$ cat src/pkg/scs_consts.svh
`ifndef SCS_CONSTS_SVH
`define SCS_CONSTS_SVH

// clock
`define SCS_CLK_NS 10
`define SCS_CLK_MHZ 100

// supervision times, each in its own unit
`define SCS_T_VINT_MS 1
`define SCS_T_REC_MS 45
`define SCS_T_EXT_US 2
`define SCS_T1_US 10
`define SCS_T2_US 100

// clock monitor
`define SCS_AUX_MHZ 14
`define SCS_TOL_PCT 25

// reset-cause flag positions
`define SCS_FLAG_VINT 0
`define SCS_FLAG_IO 1
`define SCS_FLAG_FIVE 2
`define SCS_FLAG_EXT 3
`define SCS_FLAG_CLK 4
`define SCS_NFLAGS 5

// reset values
`define SCS_FLAGS_RST 5'h01
`define SCS_AUX_EN_RST 1'h1

`endif

$ cat src/pkg/scs_pkg.sv
`include "scs_consts.svh"

package scs_pkg;

  typedef enum logic [1:0] {
    SCS_RUN,
    SCS_FAULT,
    SCS_RECOVER
  } scs_state_t;

  typedef enum int {
    SCS_CH_VINT,
    SCS_CH_IO,
    SCS_CH_FIVE,
    SCS_CH_BATT,
    SCS_CH_EXT,
    SCS_CH_N
  } scs_chan_t;

  // least time to cycles: round up, never below one
  function automatic int scs_ns2cyc(input int ns);
    int c;
    c = (ns + `SCS_CLK_NS - 1) / `SCS_CLK_NS;
    return (c < 1) ? 1 : c;
  endfunction

endpackage

$ cat src/core/scs_clk_monitor.sv
`timescale 1ns/1ps
`include "scs_consts.svh"

module scs_clk_monitor
  import scs_pkg::*;
#(
  parameter int WIN_CYC = 10000,
  parameter int STOP_CYC = 1000,
  parameter int EXP_EDGES = 1400,
  parameter int TOL_PCT = `SCS_TOL_PCT
) (
  input wire logic clk_i,     // main oscillator domain clock
  input wire logic rst_n_i,   // sync reset, active low
  input wire logic enable_i,  // monitoring allowed
  input wire logic aux_osc_i, // aux oscillator level
  output logic fault_o        // one-cycle fault pulse
);

  localparam int LO = (EXP_EDGES * (100 - TOL_PCT)) / 100;
  localparam int HI = (EXP_EDGES * (100 + TOL_PCT)) / 100;

  logic aux_q_reg;
  logic [23:0] win_cnt_reg;
  logic [15:0] edge_cnt_reg;
  logic [23:0] idle_cnt_reg;
  logic fault_reg;

  wire aux_rise = aux_osc_i & ~aux_q_reg;
  wire win_end = (win_cnt_reg == 24'(WIN_CYC - 1));
  wire out_band = (edge_cnt_reg < 16'(LO)) || (edge_cnt_reg > 16'(HI));
  wire stopped = (idle_cnt_reg == 24'(STOP_CYC - 1));
  // window is timed on the main clock, so a drifting main clock skews it
  wire fault_next = enable_i & ((win_end & out_band) | stopped);

  always_ff @(posedge clk_i) begin
    if (!rst_n_i || !enable_i) begin
      win_cnt_reg <= 24'h00_0000;
      edge_cnt_reg <= 16'h0000;
      idle_cnt_reg <= 24'h00_0000;
    end else begin
      win_cnt_reg <= win_end ? 24'h00_0000 : win_cnt_reg + 24'h00_0001;
      if (win_end) begin
        edge_cnt_reg <= 16'(aux_rise);
      end else begin
        edge_cnt_reg <= edge_cnt_reg + 16'(aux_rise);
      end
      idle_cnt_reg <= (aux_rise || stopped) ? 24'h00_0000 : idle_cnt_reg + 24'h00_0001;
    end
  end

  always_ff @(posedge clk_i) begin
    if (!rst_n_i) begin
      aux_q_reg <= 1'b0;
      fault_reg <= 1'b0;
    end else begin
      aux_q_reg <= aux_osc_i;
      fault_reg <= fault_next;
    end
  end

  assign fault_o = fault_reg;

endmodule

$ cat src/core/scs_supervisor.sv
`timescale 1ns/1ps
`include "scs_consts.svh"

module scs_supervisor
  import scs_pkg::*;
#(
  parameter int VINT_CYC = scs_ns2cyc(`SCS_T_VINT_MS * 1000000),
  parameter int REC_CYC = scs_ns2cyc(`SCS_T_REC_MS * 1000000),
  parameter int T2_CYC = scs_ns2cyc(`SCS_T2_US * 1000),
  parameter int ADC_W = 10
) (
  input wire logic clk_i,                        // 100 MHz system clock
  input wire logic rst_n_i,                      // sync reset, active low
  input wire logic vint_a_uv_i,                  // internal analog supply low
  input wire logic vint_d_uv_i,                  // internal digital supply low
  input wire logic io_supply_uv_i,               // io supply low
  input wire logic five_volt_supply_uv_i,        // five volt supply low
  input wire logic battery_supply_ov_i,          // battery over voltage
  input wire logic battery_supply_uv_i,          // battery under voltage
  input wire logic system_reset_line_n_i,        // reset line level
  output logic system_reset_line_n_o,            // reset line drive value
  output logic system_reset_line_n_oe_o,         // high while pulling low
  input wire logic aux_oscillator_i,             // aux oscillator level
  input wire logic spi_msg0_write_i,             // write of message zero
  input wire logic spi_flags_read_i,             // read returning cause flags
  input wire logic spi_ctrl_write_i,             // loads spread bits
  input wire logic spread_spectrum_enable_i,     // spread enable write data
  input wire logic spread_deviation_select_i,    // deviation write data
  input wire logic aux_oscillator_stop_cmd_i,    // stop aux oscillator
  input wire logic aux_oscillator_start_cmd_i,   // restart aux oscillator
  input wire logic temp_warning_i,               // live warning comparator
  input wire logic [ADC_W-1:0] gate_regulator_a_i, // regulator a sample
  input wire logic [ADC_W-1:0] gate_regulator_b_i, // regulator b sample
  output logic low_side_outputs_off_o,           // force low sides off
  output logic pump_predriver_state_on_o,        // force pump pre-driver on
  output logic pump_predriver_state_off_o,       // force pump pre-driver off
  output logic load_driver_output_off_o,         // force load driver off
  output logic spi_regs_init_o,                  // all registers to init
  output logic low_side_regs_init_o,             // low-side set points to init
  output logic internal_supply_low_flag_o,       // cause flag
  output logic io_supply_low_flag_o,             // cause flag
  output logic five_volt_low_flag_o,             // cause flag
  output logic ext_reset_flag_o,                 // cause flag
  output logic clock_fault_flag_o,               // cause flag
  output logic aux_oscillator_enable_o,          // aux oscillator runs
  output logic clock_monitor_active_o,           // monitor running
  output logic spread_spectrum_enable_o,         // modulation on
  output logic spread_deviation_select_o,        // 0: 350 kHz, 1: 700 kHz
  output logic temp_warning_o,                   // live warning bit
  output logic [ADC_W-1:0] gate_regulator_a_o,   // message 6 data
  output logic [ADC_W-1:0] gate_regulator_b_o    // message 7 data
);

  localparam int NCH = int'(SCS_CH_N);
  localparam int CW = 23;
  localparam int NF = `SCS_NFLAGS;
  localparam int T1_CYC = scs_ns2cyc(`SCS_T1_US * 1000);
  localparam int EXT_CYC = scs_ns2cyc(`SCS_T_EXT_US * 1000);
  localparam int EXP_EDGES = (T2_CYC / `SCS_CLK_MHZ) * `SCS_AUX_MHZ;

  scs_state_t state_reg;
  scs_state_t state_next;
  logic [CW-1:0] rec_cnt_reg;
  logic [CW-1:0] rec_cnt_next;
  logic [CW-1:0] flt_cnt_reg [NCH];
  logic [CW-1:0] flt_cnt_next [NCH];
  logic [CW-1:0] flt_lim [NCH];
  logic [NCH-1:0] flt_state_reg;
  logic [NCH-1:0] flt_state_next;
  logic [NCH-1:0] flt_raw;
  logic [NF-1:0] flags_reg;
  logic [NF-1:0] flags_next;
  logic [NF-1:0] flag_set;
  logic [NF-1:0] flag_wipe;
  logic ext_cause_reg;
  logic ext_cause_next;
  logic aux_en_reg;
  logic spread_spectrum_enable_reg;
  logic fm_dev_reg;
  logic temp_reg;
  logic [ADC_W-1:0] gate_a_reg;
  logic [ADC_W-1:0] gate_b_reg;
  logic clk_evt;
  logic drive_low;

  // comparator filters: per channel assert and release times
  wire [NCH-1:0] evt = flt_state_next & ~flt_state_reg;
  wire vint_f = flt_state_reg[SCS_CH_VINT];
  wire io_f = flt_state_reg[SCS_CH_IO];
  wire five_f = flt_state_reg[SCS_CH_FIVE];
  wire batt_f = flt_state_reg[SCS_CH_BATT];
  wire ext_f = flt_state_reg[SCS_CH_EXT];
  wire dev_fault = vint_f | io_f | five_f;
  wire any_fault = dev_fault | ext_f;
  wire in_reset = (state_reg != SCS_RUN);

  assign flt_raw[SCS_CH_VINT] = vint_a_uv_i | vint_d_uv_i;
  assign flt_raw[SCS_CH_IO] = io_supply_uv_i;
  assign flt_raw[SCS_CH_FIVE] = five_volt_supply_uv_i;
  assign flt_raw[SCS_CH_BATT] = battery_supply_ov_i | battery_supply_uv_i;
  // own pull-down is not an external reset
  assign flt_raw[SCS_CH_EXT] = ~system_reset_line_n_i & ~drive_low;
  // same time both ways, except the external input whose release is immediate
  assign flt_lim[SCS_CH_VINT] = CW'(VINT_CYC - 1);
  assign flt_lim[SCS_CH_IO] = CW'(T1_CYC - 1);
  assign flt_lim[SCS_CH_FIVE] = CW'(T1_CYC - 1);
  assign flt_lim[SCS_CH_BATT] = CW'(T2_CYC - 1);
  assign flt_lim[SCS_CH_EXT] = flt_raw[SCS_CH_EXT] ? CW'(EXT_CYC - 1) : '0;

  always_comb begin
    for (int i = 0; i < NCH; i++) begin
      flt_cnt_next[i] = '0;
      flt_state_next[i] = flt_state_reg[i];
      if (flt_raw[i] != flt_state_reg[i]) begin
        if (flt_cnt_reg[i] >= flt_lim[i]) begin
          flt_state_next[i] = flt_raw[i];
        end else begin
          flt_cnt_next[i] = flt_cnt_reg[i] + 1'b1;
        end
      end
    end
  end

  always_ff @(posedge clk_i) begin
    if (!rst_n_i) begin
      flt_state_reg <= '0;
      for (int i = 0; i < NCH; i++) begin
        flt_cnt_reg[i] <= '0;
      end
    end else begin
      flt_state_reg <= flt_state_next;
      flt_cnt_reg <= flt_cnt_next;
    end
  end

  // reset sequencer
  always_comb begin
    state_next = state_reg;
    rec_cnt_next = rec_cnt_reg;
    case (state_reg)
      SCS_RUN: begin
        if (any_fault || clk_evt) begin
          state_next = SCS_FAULT;
        end
      end
      SCS_FAULT: begin
        if (!any_fault) begin
          state_next = SCS_RECOVER;
          rec_cnt_next = '0;
        end
      end
      SCS_RECOVER: begin
        if (any_fault) begin
          state_next = SCS_FAULT;
        end else if (rec_cnt_reg == CW'(REC_CYC - 1)) begin
          state_next = SCS_RUN;
        end else begin
          rec_cnt_next = rec_cnt_reg + 1'b1;
        end
      end
      default: begin
        state_next = SCS_FAULT;
      end
    endcase
  end

  // external-only resets leave the line to the host
  assign ext_cause_next = (state_reg == SCS_RUN) ? (ext_f & ~dev_fault & ~clk_evt)
                                                 : (ext_cause_reg & ~dev_fault);
  assign drive_low = in_reset & ~ext_cause_reg;
  always_ff @(posedge clk_i) begin
    if (!rst_n_i) begin
      state_reg <= SCS_RECOVER;
      rec_cnt_reg <= '0;
      ext_cause_reg <= 1'b0;
    end else begin
      state_reg <= state_next;
      rec_cnt_reg <= rec_cnt_next;
      ext_cause_reg <= ext_cause_next;
    end
  end

  // reset-cause flags; a new cause beats a clear in the same cycle
  assign flag_set[`SCS_FLAG_VINT] = evt[SCS_CH_VINT];
  assign flag_set[`SCS_FLAG_IO] = evt[SCS_CH_IO];
  assign flag_set[`SCS_FLAG_FIVE] = evt[SCS_CH_FIVE];
  assign flag_set[`SCS_FLAG_EXT] = evt[SCS_CH_EXT];
  assign flag_set[`SCS_FLAG_CLK] = clk_evt;
  // internal supply loss wipes the others; clock fail keeps the internal flag
  assign flag_wipe[`SCS_FLAG_VINT] = 1'b0;
  assign flag_wipe[`SCS_FLAG_IO] = evt[SCS_CH_VINT] | clk_evt;
  assign flag_wipe[`SCS_FLAG_FIVE] = evt[SCS_CH_VINT] | clk_evt;
  assign flag_wipe[`SCS_FLAG_EXT] = evt[SCS_CH_VINT] | clk_evt;
  assign flag_wipe[`SCS_FLAG_CLK] = evt[SCS_CH_VINT];
  wire clr_all = spi_msg0_write_i | spi_flags_read_i;
  assign flags_next = flag_set | (flags_reg & ~flag_wipe & ~{NF{clr_all}});
  // control bits written over spi
  wire aux_en_next = (aux_en_reg | aux_oscillator_start_cmd_i)
                     & ~aux_oscillator_stop_cmd_i;

  always_ff @(posedge clk_i) begin
    if (!rst_n_i) begin
      flags_reg <= `SCS_FLAGS_RST;
      aux_en_reg <= `SCS_AUX_EN_RST;
      spread_spectrum_enable_reg <= 1'b0;
      fm_dev_reg <= 1'b0;
    end else begin
      flags_reg <= flags_next;
      if (in_reset) begin
        aux_en_reg <= `SCS_AUX_EN_RST;
        spread_spectrum_enable_reg <= 1'b0;
        fm_dev_reg <= 1'b0;
      end else begin
        aux_en_reg <= aux_en_next;
        if (spi_ctrl_write_i) begin
          spread_spectrum_enable_reg <= spread_spectrum_enable_i;
          fm_dev_reg <= spread_deviation_select_i;
        end
      end
    end
  end

  // status samples; the warning never gates an output
  always_ff @(posedge clk_i) begin
    if (!rst_n_i) begin
      temp_reg <= 1'b0;
      gate_a_reg <= '0;
      gate_b_reg <= '0;
    end else begin
      temp_reg <= temp_warning_i;
      gate_a_reg <= gate_regulator_a_i;
      gate_b_reg <= gate_regulator_b_i;
    end
  end

  // monitor only with the line released and the old clock flag read out;
  // an aux restart can settle slowly and trip it, which the flag reports
  wire mon_en = ~in_reset & system_reset_line_n_i & aux_en_reg
                & ~flags_reg[`SCS_FLAG_CLK];

  scs_clk_monitor #(
    .WIN_CYC(T2_CYC),
    .STOP_CYC(T1_CYC),
    .EXP_EDGES(EXP_EDGES),
    .TOL_PCT(`SCS_TOL_PCT)
  ) u_mon (
    .clk_i(clk_i),
    .rst_n_i(rst_n_i),
    .enable_i(mon_en),
    .aux_osc_i(aux_oscillator_i),
    .fault_o(clk_evt)
  );

  // output forcing
  assign system_reset_line_n_o = 1'b0;
  assign system_reset_line_n_oe_o = drive_low;
  assign low_side_outputs_off_o = in_reset | batt_f;
  assign pump_predriver_state_on_o = batt_f & ~in_reset;
  assign pump_predriver_state_off_o = in_reset;
  assign load_driver_output_off_o = in_reset;
  assign spi_regs_init_o = in_reset;
  assign low_side_regs_init_o = in_reset | batt_f;
  assign internal_supply_low_flag_o = flags_reg[`SCS_FLAG_VINT];
  assign io_supply_low_flag_o = flags_reg[`SCS_FLAG_IO];
  assign five_volt_low_flag_o = flags_reg[`SCS_FLAG_FIVE];
  assign ext_reset_flag_o = flags_reg[`SCS_FLAG_EXT];
  assign clock_fault_flag_o = flags_reg[`SCS_FLAG_CLK];
  assign aux_oscillator_enable_o = aux_en_reg;
  assign clock_monitor_active_o = mon_en;
  assign spread_spectrum_enable_o = spread_spectrum_enable_reg;
  assign spread_deviation_select_o = fm_dev_reg;
  assign temp_warning_o = temp_reg;
  assign gate_regulator_a_o = gate_a_reg;
  assign gate_regulator_b_o = gate_b_reg;
endmodule

$ cat config.mk
export PLATFORM = sky130hd
export DESIGN_NAME = scs_supervisor
export DESIGN_NICKNAME = d
export VERILOG_FILES = /design/src/pkg/scs_pkg.sv /design/src/core/scs_clk_monitor.sv /design/src/core/scs_supervisor.sv
export VERILOG_INCLUDE_DIRS = /design/src /design/src/pkg
export SDC_FILE = /design/constraint.sdc
export NUM_CORES = 1
export LEC_CHECK = 0
export BUFFER_PORTS_ARGS = -buffer_cell sky130_fd_sc_hd__buf_2
export CAP_MARGIN = 20
export CORE_MARGIN = 10
export CORE_UTILIZATION = 50
export CTS_CLUSTER_SIZE = 30
export DETAILED_ROUTE_END_ITERATION = 16
export PLACE_DENSITY_LB_ADDON = 0.15
export SETUP_SLACK_MARGIN = 0.3
export SLEW_MARGIN = 20
export SYNTH_ARGS = -nofsm -noshare
export SYNTH_HDL_FRONTEND = slang
export SYNTH_SLANG_ARGS = --single-unit
$ cat constraint.sdc
create_clock -name clk_i -period 2.27 [get_ports clk_i]
set_clock_uncertainty 0.05 [all_clocks]
set_input_delay 0.454 -clock clk_i [delete_from_list [all_inputs] [get_ports clk_i]]
set_output_delay 0.454 -clock clk_i [all_outputs]
set_load 0.02 [all_outputs]
### After elaboration in Yosys (flattened, before gate mapping)

Index checks and enable logic that the tools add are counted.

| word-level totals | value |
|---|---|
| output and inout bits | 38 |
| word-level logic and storage cells | 139 |
| input port bits | 38 |
| bits in registers | 241 |

| operators by class | value |
|---|---|
| muxes and demuxes | 22 |
| order comparisons | 7 |
| equality and inequality tests | 15 |
| add/subtract/negate cells | 9 |
| reductions and logical operators | 19 |
| bitwise operators | 45 |

Operator list:

| kind | number |
|---|---|
| 23-bit by 1-bit adder with 23-bit output, second input constant | 6 |
| 23-bit two-way mux | 3 |
| 24-bit by 1-bit adder with 24-bit output, second input constant | 2 |
| 23-bit by 10-bit greater-or-equal comparator with 1-bit output, second input constant | 2 |
| 23-bit one-hot mux with 2 select lines | 1 |
| 24-bit by 10-bit == test with 1-bit output, second input constant | 1 |
| 24-bit by 14-bit == test with 1-bit output, second input constant | 1 |
| 23-bit == test, second input constant | 1 |
| 23-bit by 14-bit greater-or-equal comparator with 1-bit output, second input constant | 1 |
| 23-bit by 17-bit greater-or-equal comparator with 1-bit output, second input constant | 1 |
| 23-bit by 8-bit greater-or-equal comparator with 1-bit output | 1 |
| 16-bit by 1-bit adder with 16-bit output | 1 |
| 16-bit by 11-bit greater-than comparator with 1-bit output, second input constant | 1 |
| 16-bit by 11-bit < comparator with 1-bit output, second input constant | 1 |
| 5-bit AND | 3 |
| 1-bit inverter | 15 |
| 5-bit inverter | 3 |
| 3-bit OR reduction | 5 |
| 1-bit AND | 13 |
| 1-bit two-way mux | 12 |
| 1-bit OR | 10 |
| 2-bit two-way mux | 4 |
| 8-bit two-way mux | 1 |
| 2-bit != test, second input constant | 4 |
| other kinds (13) | 24 |

### Longest topological paths before layout

| logic depth | value |
|---|---|
| depth after elaboration | 14 |
| mapped depth | 10 |
| mapped depth without buffers | 10 |

### Modules after synthesis

A second synthesis with hierarchy kept.

| unflattened totals | value |
|---|---|
| cells, all modules | 997 |
| area total of the unflattened synthesis | 9377.7 sq um |

Modules (own cells, without submodules):

| module | seq. area each (sq um) | area an instance (sq um) | cells an instance | times used |
|---|---|---|---|---|
| scs_supervisor | 3503.4 | 6348.6 | 650 | 1 |
| scs_clk_monitor | 1321.3 | 3029.2 | 347 | 1 |

### Worst setup path before layout

Ideal clock, no wire load.

| timing path | value |
|---|---|
| path type | register to register |
| from | register state_reg[0] |
| to | register flt_state_reg[4] |
| buffers on the path | 0 |
| path slack | -319 ps |
| cell stages (with the launch flop) | 10 |
| data arrival time | 2407 ps |
| data required time | 2088 ps |
| path through | dfxtp_1 nor2_2 inv_1 a21oi_1 inv_1 ha_1 or4_1 or3_1 o21ai_0 a21oi_1 |

| between the ends | value |
|---|---|
| cells in the longest elaborated chain, start to end | 8 |

Ends and longest elaborated chain:

| what | RTL line | source |
|---|---|---|
| from (decl) | scs_supervisor.sv:61 | `scs_state_t state_reg;` |
| from (signal assigned) | scs_supervisor.sv:177 | `state_reg <= state_next;` |
| 2-bit nonzero test * | scs_supervisor.sv:95 | `wire in_reset = (state_reg != SCS_RUN);` |
| via load_driver_output_off_o | scs_supervisor.sv:37 | `output logic load_driver_output_off_o,` |
| 1-bit AND * | scs_supervisor.sv:170 | `assign drive_low = in_reset & ~ext_cause_reg;` |
| 1-bit inverter * | scs_supervisor.sv:102 | `assign flt_raw[SCS_CH_EXT] = ~system_reset_line_n_i & ~drive_low;` |
| 1-bit AND * | scs_supervisor.sv:102 |  |
| 8-bit two-way mux | scs_supervisor.sv:108 | `assign flt_lim[SCS_CH_EXT] = flt_raw[SCS_CH_EXT] ? CW'(EXT_CYC - 1) : '0;` |
| 23-bit by 8-bit greater-or-equal comparator with 1-bit output | scs_supervisor.sv:115 | `if (flt_cnt_reg[i] >= flt_lim[i]) begin` |
| 1-bit two-way mux | scs_supervisor.sv:115 |  |
| 1-bit two-way mux * | scs_supervisor.sv:114 | `if (flt_raw[i] != flt_state_reg[i]) begin` |
| to (signal assigned) | scs_supervisor.sv:131 | `flt_state_reg <= flt_state_next;` |
| to (decl) | scs_supervisor.sv:68 | `logic [NCH-1:0] flt_state_reg;` |

Mark *: on every way through the listed nets, which the timed path passes. The rest lies on a longest branch.
A chain may end at the register's enable or synchronous reset.

### Final worst setup path

| timing path | value |
|---|---|
| from | register rec_cnt_reg[7] |
| to | register rec_cnt_reg[7] |

| between the ends | value |
|---|---|
| cells in the longest elaborated chain, start to end | 4 |

Ends and longest elaborated chain:

| what | RTL line | source |
|---|---|---|
| from (decl) | scs_supervisor.sv:63 | `logic [CW-1:0] rec_cnt_reg;` |
| from (signal assigned) | scs_supervisor.sv:178 | `rec_cnt_reg <= rec_cnt_next;` |
| 23-bit by 1-bit adder with 23-bit output | scs_supervisor.sv:158 | `rec_cnt_next = rec_cnt_reg + 1'b1;` |
| 23-bit two-way mux | scs_supervisor.sv:155 | `end else if (rec_cnt_reg == CW'(REC_CYC - 1)) begin` |
| 23-bit two-way mux | scs_supervisor.sv:153 | `if (any_fault) begin` |
| 23-bit one-hot mux with 2 select lines | scs_supervisor.sv:140 | `case (state_reg)` |

Several ways; a longest one is shown, not always the timed one. The select of a mux whose other input is x is not followed.

==> results.toml <==
[critical_path]
reg2reg_depth = 6
r2r-end = "rec_cnt_reg[7]"
worst_setup_path_end_kind = "register"
crit_slowest_cell = "or4b_1"
critical_path_class = "register to register"
max_stage_delay_ns = 0.50
crit_fanout = 6
setup.worst_path.start_class = "register"
cp_data_required_time_ns = 2.62
worstPathArrival_ns = 2.48
path_cells = "or4b_1 -> or4_4 -> nor4b_4 -> buf_6 -> or4_1 -> a21oi_1"
timing.rr.start = "rec_cnt_reg[7]"
startpoint = "rec_cnt_reg[7]"
regToRegSetupSlack_ns = 0.14

[hold_path]
holdPathEnd = "temp_warning_o"
whs_path_depth = 2
hp-class = "input pin to register"
min_from = "temp_warning_i"

[clocking]
h-tree-depth = 1
cts_buffers = 26
cts_tree = "yes"
cts_hold_buf = 0
numClockSinks = 241
clockBufferDepth = 3
clk_pin_slew_ns = 0.06
clk_latency_ns = 0.52
cts_root_buffer = "clkbuf_16"

[global_route]
overflow = 0
grt_pass1_wl_um = 31800
grt_max_degree = 36
grt_pass1_vias = 6846
antenna_found_initial = 0
track_usage_pct = 15.2

[drt]
drt_first_pass_iters = 4
wl_per_cell_um = 13.9
ant_nets = 0
drt-initial-drc-count = 288
drc = 0
num_vias = 7180
finalWirelength_um = 19700
via_per_inst = 5.06

[synthesis]
seq_area_frac_synth_pct = 52.0
yosysWarnings = 0
syn_inst = 993
synth.top_cell.area_share_pct = 52.0
ys_top_cells_by_area = "dfxtp_1 (52%), xnor2_1 (7.4%), nor2_1 (7.3%)"
synth_top_area_cell = "dfxtp_1"
synth_area_mm2 = 0.00928
synth_edf_count = 0
synthArstFlopShare_pct = 0
avgSynthCellArea_um2 = 9.34
ys.flop_type = "dfxtp_1"
ys_ff_latch = 241
yosysUniqueCellTypes = 51

[placement]
gp_congestion = 0.809
io_buffers = 74
dp.cells = 1353
hpwl_um = 13100

[sta]
max_slew_margin_pct = 62.2
max_freq_mhz = 469
tns_ns = 0
setup_viol_count_final = 0
hold_viol_final = 0
worstMarginPinSlew_ns = 0.562
period_minus_slack_ns = 2.13
finalCritPeriodShare_pct = 93.9
slew_viol_final = 0
rsz0062_at_grt = "yes"

[flow_run]
maxCapViolations = 0

[status]
outcome = "completed"

[cells_and_area]
stdcell_count = 1418
largest_reg_flops = 115
nFillCells = 1524
multiInputGateArea_mm2 = 0.00479
final_layout_size_suffix_gt1_share_pct = 20.7
area_delta_synth_final_pct = 26.8
nets = 1226
regArea_mm2 = 0.00484

[floorplanning]
num_rows = 49
die-area_mm2 = 0.0244
dieHeight_um = 156
die_w_um = 156
core_area_mm2 = 0.0181
initial_utilization_pct = 51.3
ioPinCount = 76

[power]
power.density_mw_per_mm2 = 760
power.leakage_nw = 4.27
peakVddDrop_mv = 0.840
-- report_power, final --
group          leakage, nW  internal, mW  total, mW  switching, mW
clock network        0.425          2.57       4.18           1.61
logic                 1.88         0.169      0.394          0.225
registers             1.97          4.32       4.36         0.0414
-- critical path: cells and delay by family (launching register included) --
kind / cells / cell delay [ns]
AND/OR/NAND/NOR: 4 / 1.41
flip-flops: 1 / 0.32
buffers and inverters: 1 / 0.18
AO/OA/AOI/OAI: 1 / 0.06
-- cell families after synthesis --
kind of cell	after synthesis	synth area share [%]
flops	241	52.0
mux	5	0.539
simple gates	490	26.9
compound gates	60	4.09
other cells	1	0.0404
buf+inv	57	2.66
xor+xnor	124	11.7
fa+ha+maj	15	2.02
-- layout by cell type (no fill, tap or decap), drive strengths merged, types with 11 or more instances in the layout --
master    n
a21oi    19
and2     29
and3     18
buf     121
clkbuf   39
conb     56
dfxtp   241
ha       15
inv      30
nand2    55
nand3    60
nand4    24
nor2    181
nor3     26
nor4     36
o21ai    11
or4      12
xnor2    78
xor2     46
-- how the worst max path moves through the flow --
stage | endpoint | slack [ns] | depth (start not counted)
2_1_floorplan | rec_cnt_reg[11] | 0.15 | 6
3_3_place_gp | rec_cnt_reg[7] | 0.15 | 6
3_5_place_dp | u_mon.edge_cnt_reg[14] | 0.1 | 9
4_1_cts | rec_cnt_reg[13] | 0.16 | 6
5_1_grt | flt_cnt_reg[3] | -0.03 | 10
6_report | rec_cnt_reg[7] | 0.14 | 6
-- through the flow --
stage          hold WS [ns]  utilization [%]  setup slack, ns  power, mW  area [um2]
2_1_floorplan         0.362                -            0.150       4.65        9550
3_3_place_gp          0.373             56.9            0.147       4.78       10300
3_5_place_dp          0.390             56.9           0.0961       4.78       10300
4_1_cts              0.0684             62.5            0.159       9.00       11300
5_1_grt              0.0810             65.0          -0.0262       9.28       11800
6_report             0.0871             65.0            0.138       8.94       11800
-- cell usage after synthesis, drive strengths merged, types with 9 or more instances --
master / instances
xnor2: 78
nor3: 26
nand3: 59
or4: 12
a21oi: 19
and4: 9
buf: 9
dfxtp: 241
or3: 10
ha: 15
inv: 30
clkbuf: 18
nor4: 36
and2: 29
xor2: 46
nand4: 24
nand2: 55
o21ai: 11
nor2: 181
and3: 18
-- area by class of cell --
cell class | instances | share of cell area [%]
Timing Repair Buffer | 123 | 7.35
Antenna cell | 1 | 0.0213
Multi-Input combinational cell | 751 | 40.7
Tap cell | 229 | 2.44
Clock inverter | 6 | 0.798
Sequential cell | 241 | 41.1
Inverter | 30 | 0.979
Clock buffer | 37 | 6.56
-- routing by layer --
layer,global-route usage [%],wire (um),up-vias
met5,0,0,-
met4,4.00,352,0
met3,3.37,863,26
met2,25.8,9440,99
met1,19.2,9020,3349
li1,-,-,3706
-- what timing repair did --
item	CTS	global route
resized for setup	18	89
pin swaps	8	18
gates cloned	3	4
buffers inserted	10	4
setup endpoints to repair	58	140
Power figures use the tool's default switching activity.
